===== src/uie_pkg.sv =====
/*
  Shared constants for the USB interrupt enable and error status block:
  register offsets, field positions, reset values and widths.
  Assumes a 32-bit APB master with byte addresses and aligned words.
*/
package uie_pkg;

  localparam int unsigned ADDR_W       = 12;
  localparam int unsigned DATA_W       = 32;
  localparam int unsigned FLAG_W       = 8;
  localparam int unsigned SIZE_W       = 10;
  localparam int unsigned COUNT_W      = 11;

  localparam logic [11:0] OFS_IRQ_EN   = 12'h000;
  localparam logic [11:0] OFS_ERR_STAT = 12'h004;
  localparam logic [11:0] OFS_ERR_EN   = 12'h008;
  localparam logic [11:0] OFS_EVT_STAT = 12'h00C;
  localparam logic [11:0] OFS_BUF_SIZE = 12'h010;

  // Enable and event flag positions
  localparam int unsigned BIT_STALL    = 7;
  localparam int unsigned BIT_ATTACH   = 6;
  localparam int unsigned BIT_RESUME   = 5;
  localparam int unsigned BIT_IDLE     = 4;
  localparam int unsigned BIT_TOKEN    = 3;
  localparam int unsigned BIT_SOF      = 2;
  localparam int unsigned BIT_ERRSUM   = 1;
  localparam int unsigned BIT_RST_DET  = 0;

  // Error flag positions
  localparam int unsigned BIT_STUFF    = 7;
  localparam int unsigned BIT_ERR_RSVD = 6;
  localparam int unsigned BIT_DMA      = 5;
  localparam int unsigned BIT_TURN     = 4;
  localparam int unsigned BIT_FIELD    = 3;
  localparam int unsigned BIT_DCRC     = 2;
  localparam int unsigned BIT_TCRC_EOF = 1;
  localparam int unsigned BIT_PID      = 0;

  localparam logic [7:0]  RST_IRQ_EN   = 8'h00;
  localparam logic [7:0]  RST_ERR_STAT = 8'h00;
  localparam logic [7:0]  RST_ERR_EN   = 8'h00;
  localparam logic [7:0]  RST_EVT_STAT = 8'h00;
  localparam logic [9:0]  RST_BUF_SIZE = 10'h040;
  localparam logic [7:0]  ERR_IMPL     = 8'hBF;

endpackage


===== src/uie_rx_limit.sv =====
/*
  Received byte limiter: passes bytes of one packet until the programmed
  buffer size is reached, drops the rest and pulses an overflow.
  Assumes start pulses once before the first byte of each packet.
*/
`timescale 1ns/1ps
`default_nettype none

module uie_rx_limit
  import uie_pkg::*;
(
  input  wire logic              clk_in,
  input  wire logic              resetn_in,
  input  wire logic              start_in,
  input  wire logic              valid_in,
  input  wire logic [7:0]        data_in,
  input  wire logic [SIZE_W-1:0] size_in,
  output logic                   store_out,
  output logic      [7:0]        data_out,
  output logic                   overflow_out
);

  logic [COUNT_W-1:0] count_q;
  logic               room;

  assign room = (count_q < {1'b0, size_in});

  always_ff @(posedge clk_in or negedge resetn_in)
  begin
    if (!resetn_in)
      count_q <= '0;
    else if (start_in)
      count_q <= '0;
    else if (valid_in && room)
      count_q <= count_q + COUNT_W'(1);
  end

  // Bytes past the buffer size are not stored
  always_ff @(posedge clk_in or negedge resetn_in)
  begin
    if (!resetn_in)
    begin
      store_out    <= 1'b0;
      data_out     <= 8'h00;
      overflow_out <= 1'b0;
    end
    else
    begin
      store_out    <= valid_in && room && !start_in;
      data_out     <= data_in;
      overflow_out <= valid_in && !room && !start_in;
    end
  end

endmodule

`default_nettype wire


===== src/uie_top.sv =====
/*
  USB interrupt enable and error status registers behind an APB slave,
  with role dependent flag meanings and a receive size limiter.
  Assumes event and error inputs are one-cycle pulses from the protocol
  engine, synchronous to sys_clk_in, and a 32-bit APB master.
*/
// Summary of operation
// - The upper three bytes of the interrupt enable register read zero and ignore writes.
// - Enable bit 7 lets the stall handshake event raise the interrupt.
// - Enable bit 6 lets the attach event raise the interrupt, in host role only.
// - Enable bit 5 lets the resume event raise the interrupt.
// - Enable bit 4 lets the idle detect event raise the interrupt.
// - Enable bit 3 lets the token done event raise the interrupt.
// - Enable bit 2 lets the start of frame event raise the interrupt.
// - Enable bit 1 lets the error summary event raise the interrupt.
// - Enable bit 0 gates bus reset in device role and detach in host role.
// - The error status holds seven flags in its low byte with bit 6 reading zero.
// - Error bit 1 reports token CRC errors in device role and frame end errors in host role.
// - Error flags are set by hardware only, reset to zero and clear on a written one.
// - Bytes beyond the buffer size set the DMA error flag and are not stored.
// - The error summary flag is set only by errors whose error enable bit is one.
`timescale 1ns/1ps
`default_nettype none

module uie_top
  import uie_pkg::*;
(
  input  wire logic                     sys_clk_in,
  input  wire logic                     resetn_in,
  input  wire logic                     psel_in,
  input  wire logic                     penable_in,
  input  wire logic                     pwrite_in,
  input  wire logic [uie_pkg::ADDR_W-1:0] paddr_in,
  input  wire logic [uie_pkg::DATA_W-1:0] pwdata_in,
  output logic      [uie_pkg::DATA_W-1:0] prdata_out,
  output logic                          pready_out,
  output logic                          pslverr_out,
  input  wire logic                     host_role_in,
  input  wire logic                     stall_evt_in,
  input  wire logic                     attach_evt_in,
  input  wire logic                     resume_evt_in,
  input  wire logic                     idle_evt_in,
  input  wire logic                     token_done_evt_in,
  input  wire logic                     frame_start_evt_in,
  input  wire logic                     bus_reset_evt_in,
  input  wire logic                     detach_evt_in,
  input  wire logic                     bit_stuff_err_in,
  input  wire logic                     turnaround_timeout_err_in,
  input  wire logic                     field_size_err_in,
  input  wire logic                     data_crc_err_in,
  input  wire logic                     token_crc_err_in,
  input  wire logic                     frame_end_err_in,
  input  wire logic                     packet_id_err_in,
  input  wire logic                     rx_start_in,
  input  wire logic                     rx_valid_in,
  input  wire logic [7:0]               rx_data_in,
  output logic                          rx_store_out,
  output logic      [7:0]               rx_data_out,
  output logic                          irq_out
);

  import uie_pkg::*;

  logic [FLAG_W-1:0] usb_interrupt_enable_q;
  logic [FLAG_W-1:0] usb_error_status_q;
  logic [FLAG_W-1:0] usb_error_status_d;
  logic [FLAG_W-1:0] usb_error_enable_q;
  logic [FLAG_W-1:0] event_status_q;
  logic [FLAG_W-1:0] event_status_d;
  logic [SIZE_W-1:0] buf_size_q;

  logic [FLAG_W-1:0] err_set;
  logic [FLAG_W-1:0] evt_set;
  logic [FLAG_W-1:0] err_clr;
  logic [FLAG_W-1:0] evt_clr;
  logic [FLAG_W-1:0] irq_terms;
  logic              error_summary_flag;
  logic              dma_overflow_err;

  logic              access;
  logic              wr_commit;
  logic              addr_ok;
  logic              sel_irq_en;
  logic              sel_err_stat;
  logic              sel_err_en;
  logic              sel_evt_stat;
  logic              sel_buf_size;
  logic [DATA_W-1:0] rdata_d;
  logic              pready_q;
  logic [DATA_W-1:0] prdata_q;
  logic              pslverr_q;
  logic              irq_q;

  // Bus decode
  assign access       = psel_in && penable_in;
  assign wr_commit    = access && pwrite_in && pready_q;
  assign sel_irq_en   = (paddr_in == OFS_IRQ_EN);
  assign sel_err_stat = (paddr_in == OFS_ERR_STAT);
  assign sel_err_en   = (paddr_in == OFS_ERR_EN);
  assign sel_evt_stat = (paddr_in == OFS_EVT_STAT);
  assign sel_buf_size = (paddr_in == OFS_BUF_SIZE);
  assign addr_ok      = sel_irq_en || sel_err_stat || sel_err_en || sel_evt_stat || sel_buf_size;

  // One wait state, then answer
  always_ff @(posedge sys_clk_in or negedge resetn_in)
  begin
    if (!resetn_in)
      pready_q <= 1'b0;
    else
      pready_q <= access && !pready_q;
  end

  always_comb
  begin
    rdata_d = '0;
    case (1'b1)
      sel_irq_en:   rdata_d = {24'h000000, usb_interrupt_enable_q};
      sel_err_stat: rdata_d = {24'h000000, usb_error_status_q & ERR_IMPL};
      sel_err_en:   rdata_d = {24'h000000, usb_error_enable_q & ERR_IMPL};
      sel_evt_stat: rdata_d = {24'h000000, event_status_q};
      sel_buf_size: rdata_d = {22'h000000, buf_size_q};
      default:      rdata_d = '0;
    endcase
  end

  always_ff @(posedge sys_clk_in or negedge resetn_in)
  begin
    if (!resetn_in)
    begin
      prdata_q  <= '0;
      pslverr_q <= 1'b0;
    end
    else if (access && !pready_q)
    begin
      prdata_q  <= pwrite_in ? '0 : rdata_d;
      pslverr_q <= !addr_ok;
    end
    else
    begin
      prdata_q  <= '0;
      pslverr_q <= 1'b0;
    end
  end

  assign pready_out  = pready_q;
  assign prdata_out  = prdata_q;
  assign pslverr_out = pslverr_q;

  // Interrupt enable, upper three bytes not stored
  always_ff @(posedge sys_clk_in or negedge resetn_in)
  begin
    if (!resetn_in)
      usb_interrupt_enable_q <= RST_IRQ_EN;
    else if (wr_commit && sel_irq_en)
      usb_interrupt_enable_q <= pwdata_in[FLAG_W-1:0];
  end

  always_ff @(posedge sys_clk_in or negedge resetn_in)
  begin
    if (!resetn_in)
      usb_error_enable_q <= RST_ERR_EN;
    else if (wr_commit && sel_err_en)
      usb_error_enable_q <= pwdata_in[FLAG_W-1:0] & ERR_IMPL;
  end

  always_ff @(posedge sys_clk_in or negedge resetn_in)
  begin
    if (!resetn_in)
      buf_size_q <= RST_BUF_SIZE;
    else if (wr_commit && sel_buf_size)
      buf_size_q <= pwdata_in[SIZE_W-1:0];
  end

  // Receive size limiter
  uie_rx_limit u_rx_limit
  (
    .clk_in       (sys_clk_in),
    .resetn_in    (resetn_in),
    .start_in     (rx_start_in),
    .valid_in     (rx_valid_in),
    .data_in      (rx_data_in),
    .size_in      (buf_size_q),
    .store_out    (rx_store_out),
    .data_out     (rx_data_out),
    .overflow_out (dma_overflow_err)
  );

  // Hardware error sets
  always_comb
  begin
    err_set               = '0;
    err_set[BIT_STUFF]    = bit_stuff_err_in;
    err_set[BIT_ERR_RSVD] = 1'b0;
    err_set[BIT_DMA]      = dma_overflow_err;
    err_set[BIT_TURN]     = turnaround_timeout_err_in;
    err_set[BIT_FIELD]    = field_size_err_in;
    err_set[BIT_DCRC]     = data_crc_err_in;
    err_set[BIT_PID]      = packet_id_err_in;
    if (host_role_in)
      err_set[BIT_TCRC_EOF] = frame_end_err_in;
    else
      err_set[BIT_TCRC_EOF] = token_crc_err_in;
  end

  // Only enabled errors feed the summary
  assign error_summary_flag = |(err_set & usb_error_enable_q);

  assign err_clr = (wr_commit && sel_err_stat) ? pwdata_in[FLAG_W-1:0] : '0;

  always_comb
  begin
    usb_error_status_d = (usb_error_status_q & ~err_clr) | err_set;
    usb_error_status_d = usb_error_status_d & ERR_IMPL;
  end

  always_ff @(posedge sys_clk_in or negedge resetn_in)
  begin
    if (!resetn_in)
      usb_error_status_q <= RST_ERR_STAT;
    else
      usb_error_status_q <= usb_error_status_d;
  end

  // Hardware event sets
  always_comb
  begin
    evt_set              = '0;
    evt_set[BIT_STALL]   = stall_evt_in;
    evt_set[BIT_ATTACH]  = attach_evt_in && host_role_in;
    evt_set[BIT_RESUME]  = resume_evt_in;
    evt_set[BIT_IDLE]    = idle_evt_in;
    evt_set[BIT_TOKEN]   = token_done_evt_in;
    evt_set[BIT_SOF]     = frame_start_evt_in;
    evt_set[BIT_ERRSUM]  = error_summary_flag;
    if (host_role_in)
      evt_set[BIT_RST_DET] = detach_evt_in;
    else
      evt_set[BIT_RST_DET] = bus_reset_evt_in;
  end

  assign evt_clr = (wr_commit && sel_evt_stat) ? pwdata_in[FLAG_W-1:0] : '0;

  always_comb
  begin
    event_status_d = (event_status_q & ~evt_clr) | evt_set;
  end

  always_ff @(posedge sys_clk_in or negedge resetn_in)
  begin
    if (!resetn_in)
      event_status_q <= RST_EVT_STAT;
    else
      event_status_q <= event_status_d;
  end

  // Per source gating onto the request
  always_comb
  begin
    irq_terms              = '0;
    irq_terms[BIT_STALL]   = event_status_q[BIT_STALL] && usb_interrupt_enable_q[BIT_STALL];
    irq_terms[BIT_ATTACH]  = event_status_q[BIT_ATTACH] && usb_interrupt_enable_q[BIT_ATTACH]
                             && host_role_in;
    irq_terms[BIT_RESUME]  = event_status_q[BIT_RESUME] && usb_interrupt_enable_q[BIT_RESUME];
    irq_terms[BIT_IDLE]    = event_status_q[BIT_IDLE] && usb_interrupt_enable_q[BIT_IDLE];
    irq_terms[BIT_TOKEN]   = event_status_q[BIT_TOKEN] && usb_interrupt_enable_q[BIT_TOKEN];
    irq_terms[BIT_SOF]     = event_status_q[BIT_SOF] && usb_interrupt_enable_q[BIT_SOF];
    irq_terms[BIT_ERRSUM]  = event_status_q[BIT_ERRSUM] && usb_interrupt_enable_q[BIT_ERRSUM];
    irq_terms[BIT_RST_DET] = event_status_q[BIT_RST_DET] && usb_interrupt_enable_q[BIT_RST_DET];
  end

  always_ff @(posedge sys_clk_in or negedge resetn_in)
  begin
    if (!resetn_in)
      irq_q <= 1'b0;
    else
      irq_q <= |irq_terms;
  end

  assign irq_out = irq_q;

endmodule

`default_nettype wire


===== config.mk =====
export PLATFORM = sky130hd
export DESIGN_NAME = uie_top
export DESIGN_NICKNAME = d
export VERILOG_FILES = /design/src/uie_pkg.sv /design/src/uie_rx_limit.sv /design/src/uie_top.sv
export SDC_FILE = /design/constraint.sdc
export NUM_CORES = 1
export LEC_CHECK = 0
export ABC_AREA = 1
export ABC_CLOCK_PERIOD_IN_PS = 5900
export BUFFER_PORTS_ARGS = -buffer_cell sky130_fd_sc_hd__buf_4
export CAP_MARGIN = 20
export CORE_UTILIZATION = 30
export DETAILED_ROUTE_END_ITERATION = 10
export PLACE_DENSITY = 0.5
export SYNTH_ARGS = -nofsm -noshare
export SYNTH_HDL_FRONTEND = slang
export SYNTH_SLANG_ARGS = --single-unit
export TNS_END_PERCENT = 30

===== constraint.sdc =====
create_clock -name sys_clk_in -period 5.9 [get_ports sys_clk_in]
set_clock_uncertainty 0.2 [all_clocks]
set_input_delay 0.59 -clock sys_clk_in [delete_from_list [all_inputs] [get_ports sys_clk_in]]
set_output_delay 0.59 -clock sys_clk_in [all_outputs]
set_load 0.05 [all_outputs]

==> metrics.md <==
| Metric | Value |
|---|---|
| Arrival @ worst endpoint | 2.47 ns |
| GRT Util Overall | 16.06% |
| Buffers plus inverters on the worst setup path | 1 |
| Routed wire per std cell | about 14 um |
| Ant. Diodes | 0 |
| Clock H-tree levels | 3 |
| Avg Synthesized Cell Area | about 8.0 um^2 |
| CTS tree | built |
| Worst Min Path Start | rx_data_in[5] |
| Worst-path clk slew | about 0.05 ns |
| Fin crit share | approximately 42% |
| Area after DPL | approximately 4700 um^2 |
| Max-slew headroom | 35.77% |
| Post-Syn Area | 4036 um^2 |
| Fin. max-slew vios | 0 |
| Global-route wire length before repair | between 15000 and 20000 um |
| Synth Flop Type | dfrtp_1 |
| Slew @ Worst Pin | ~0.96 ns |
| I/O pin cnt | approximately 120 |
| Routability cong. | about 0.8 |
| Finished Cell Area | about 5000 um^2 |
| Vias | between 3000 and 4000 |
| Drt total wl | roughly 10000 um |
| Number of global-route vias before repair | ~3500 |
| Yosys warnings | 0 |
| Initial antenna violation count | 0 |
| Number of synthesized flops with an enable pin | 0 |
| Status | completed |
| Critical-path top delay cell | nor2_4 |
| Worst Hold Endpoint | u_rx_limit.data_out[5]$_DFF_PN0_ |
| Num CTS Buffers | 9 |
| Lkg Pwr | 2.610 nW |
| Maximum clock path buffer count | 2 |
| Row count | 42 |
| Critical path type | in2reg |
| FF/Latch Area | about 1900 um^2 |
| Die area | between 10000 and 15000 um^2 |
| CP max FO | 28 |
| Setup crit end kind | flop |
| Clock Latency Late Sink | ~0.34 ns |
| Worst R2R End | u_rx_limit.count_q[6]$_DFFE_PN0P_ |
| CTS sink count | between 70 and 80 |
| DRC viols | 0 |
| Largest stage delay, worst path | around 0.55 ns |
| Routed vias/inst | 4.551 |
| Sequential share of the synthesized area | between 40% and 50% |
| R2R Path Start | buf_size_q[6]$_DFFE_PN1P_ |
| Nets@finish | ~660 |
| Fill cell count | between 1000 and 1500 |
| Detail Placement HPWL | 7703 um |
| Fin. Hold Viols | 0 |
| Setup violators final | 0 |
| Mapped Cells | 504 |
| Chip width | ~120 um |
| Area Growth Syn to Fin | 22.44% |
| Critical path startpoint category | input pin |
| Hold Path Class | in2reg |
| R2R Setup Slk | roughly 3.5 ns |
| Core area | around 13000 um^2 |
| RSZ-0062 raised after global routing | false |
| Post-CTS Resized | 0 |
| Post-layout min period | between 2 and 2.5 ns |
| Crit path max-delay family | simple AND/OR/NAND/NOR gates |
| Total grt overflow | 0 |
| Critical path cell sequence | buf_4 > nor2_2 > nand2_1 > nor2_4 > nand4_1 > o21ai_0 > nand2_1 |
| Max Cap Violations | 0 |
| Maximum vdd ir drop | roughly 0.21 mV |
| Starting Density | between 30% and 40% |
| Register-to-Register Path Depth | 9 |
| Multi-input logic area | about 1700 um^2 |
| Layout cells sized above 1 | between 10% and 20% |
| Hold path cells | 1 |
| Hold buffer count at CTS | 0 |
| CP most frequent cell | nand2_1 |
| Antenna viol nets, final | 0 |
| Setup bufs post-CTS | 0 |
| Synthesized flop and latch total | 74 |
| Synth top area share | between 40% and 50% |
| P per Cell Area | about 240 nW/um^2 |
| Synth async-reset ratio | 100.0% |
| Port Buf Inserts | between 70 and 80 |
| 1st-iter DRT viols | about 130 |
| Final setup TNS | 0 ns |
| Yosys cell types | 38 |
| Peak Freq | ~410 MHz |
| Drt pass-1 iters | 4 |
| Cell taking the most area after synthesis | dfrtp_1 |
| Req. time, crit path | 5.92 ns |
| Largest net degree at the start of global routing | 75 |
| Die Ht | 118.0 um |
| Root buf cell | clkbuf_16 |
| Top cells by area, synth | dfrtp_1 45%, nand2_1 11%, inv_1 7.2%, nand3_1 6.7%, o21ai_0 5.0% |
worst register-to-register path: cells and delay by family (launching register included):
family                   cells  cell delay [ns]
buffers and inverters        1             0.05
flip-flops                   1             0.52
AO/OA/AOI/OAI                1             0.16
adder cells (fa/ha/maj)      1             0.30
AND/OR/NAND/NOR              6             1.08
synth_stat cells, types with 2 or more instances:
master and n:
nand2_1 120, inv_1 77, dfrtp_1 73, nand3_1 54
o21ai_0 40, nor2_1 29, buf_4 24, ha_1 10
nand4_1 9, a21oi_1 6, o21a_1 6, nor3_1 5
buf_2 4, nor2_2 4, nor2_4 4, o21ai_2 4
o21bai_1 4, xor2_1 4, a221oi_1 2, buf_6 2
clkbuf_1 2, nand2_2 2, o2111ai_1 2, o22ai_1 2
xnor2_1 2
metrics by stage:
step                utilization, %  instances  hold WS [ns]  power, mW  worst slack [ns]
floorplan                        -        525       0.09441     0.6043             3.991
global placement             35.31        742        0.2635     0.6508             3.102
detailed placement           35.31        742        0.2666     0.6519             3.074
CTS                          37.47        757        0.1372      1.193             3.445
global route                 37.47        757        0.1345      1.225             3.215
finish                       37.47        757        0.1548      1.173             3.451
worst max-delay path by stage:
| stage | start | endpoint | slack [ns] | depth (start not counted) |
|---|---|---|---|---|
| 6_report | paddr_in[7] | event_status_q[5]$_DFF_PN0_ | 3.45 | 7 |
| 5_1_grt | paddr_in[4] | event_status_q[0]$_DFF_PN0_ | 3.21 | 7 |
| 4_1_cts | paddr_in[7] | event_status_q[5]$_DFF_PN0_ | 3.45 | 7 |
| 3_5_place_dp | paddr_in[7] | event_status_q[5]$_DFF_PN0_ | 3.07 | 7 |
| 3_3_place_gp | paddr_in[1] | buf_size_q[7]$_DFFE_PN0P_ | 3.10 | 7 |
| 2_1_floorplan | buf_size_q[6]$_DFFE_PN1P_ | u_rx_limit.count_q[1]$_DFFE_PN0P_ | 3.99 | 11 |
cells by family after synthesis:
logic type	Yosys count	synth area share (%)
flip-flops	74	45.91
adder cells (fa/ha/maj)	10	3.100
AO/OA/AOI/OAI	69	10.20
multiplexers	1	0.2480
AND/OR/NAND/NOR	232	26.10
buffers and inverters	111	13.05
XOR/XNOR	6	1.302
other	1	0.09291
placed cells by master (no fill, tap or decap), drive strengths merged, types with 2 or more instances in the layout:
master,synthesis,final
o21ai,44,44
o22ai,2,2
nor3,7,7
conb,1,22
o2111ai,2,2
nor2,37,37
clkinv,0,3
dfrtp,73,73
xor2,4,4
nand4,10,10
clkbuf,2,10
xnor2,2,2
buf,31,74
inv,78,78
o21bai,4,4
ha,10,10
o21a,6,6
nand3,55,55
a221oi,2,2
nand2,123,123
a21oi,6,6
area by class of cell:
| cell class | instances | area share (%) |
|---|---|---|
| clock buffer | 10 | 4.633 |
| clock inverter | 5 | 1.139 |
| inverter | 78 | 5.924 |
| multi-input combinational | 340 | 35.11 |
| sequential | 74 | 37.49 |
| tap | 176 | 4.456 |
| timing repair buffer | 74 | 11.24 |
layer usage:
layer	vias up	share of wire, %	GRT usage (%)	wire length (um)
met5	-	0	0	0
met4	0	2.2	5.529	230
met3	18	5.0	5.426	517
met2	81	51	28.60	5325
met1	1630	42	17.69	4342
li1	1716	-	-	-
report_power, final:
| part | switching [mW] | total (mW) | internal [mW] |
|---|---|---|---|
| clock network | 0.209 | 0.533 | 0.324 |
| registers | 0.00302 | 0.516 | 0.513 |
| logic | 0.0906 | 0.125 | 0.0344 |
registers in the layout (all words and copies together) (netlist names):
signal and count:
irq_out 1, buf_size_q 10, usb_error_enable_q 7, event_status_q 8, pslverr_out 1, pready_out 1
usb_error_status_q 7, usb_interrupt_enable_q 8, prdata_out 10, u_rx_limit.count_q 11, u_rx_limit.store_out 1, u_rx_limit.data_out 8
u_rx_limit.overflow_out 1
(Power assumes the default switching activity.)
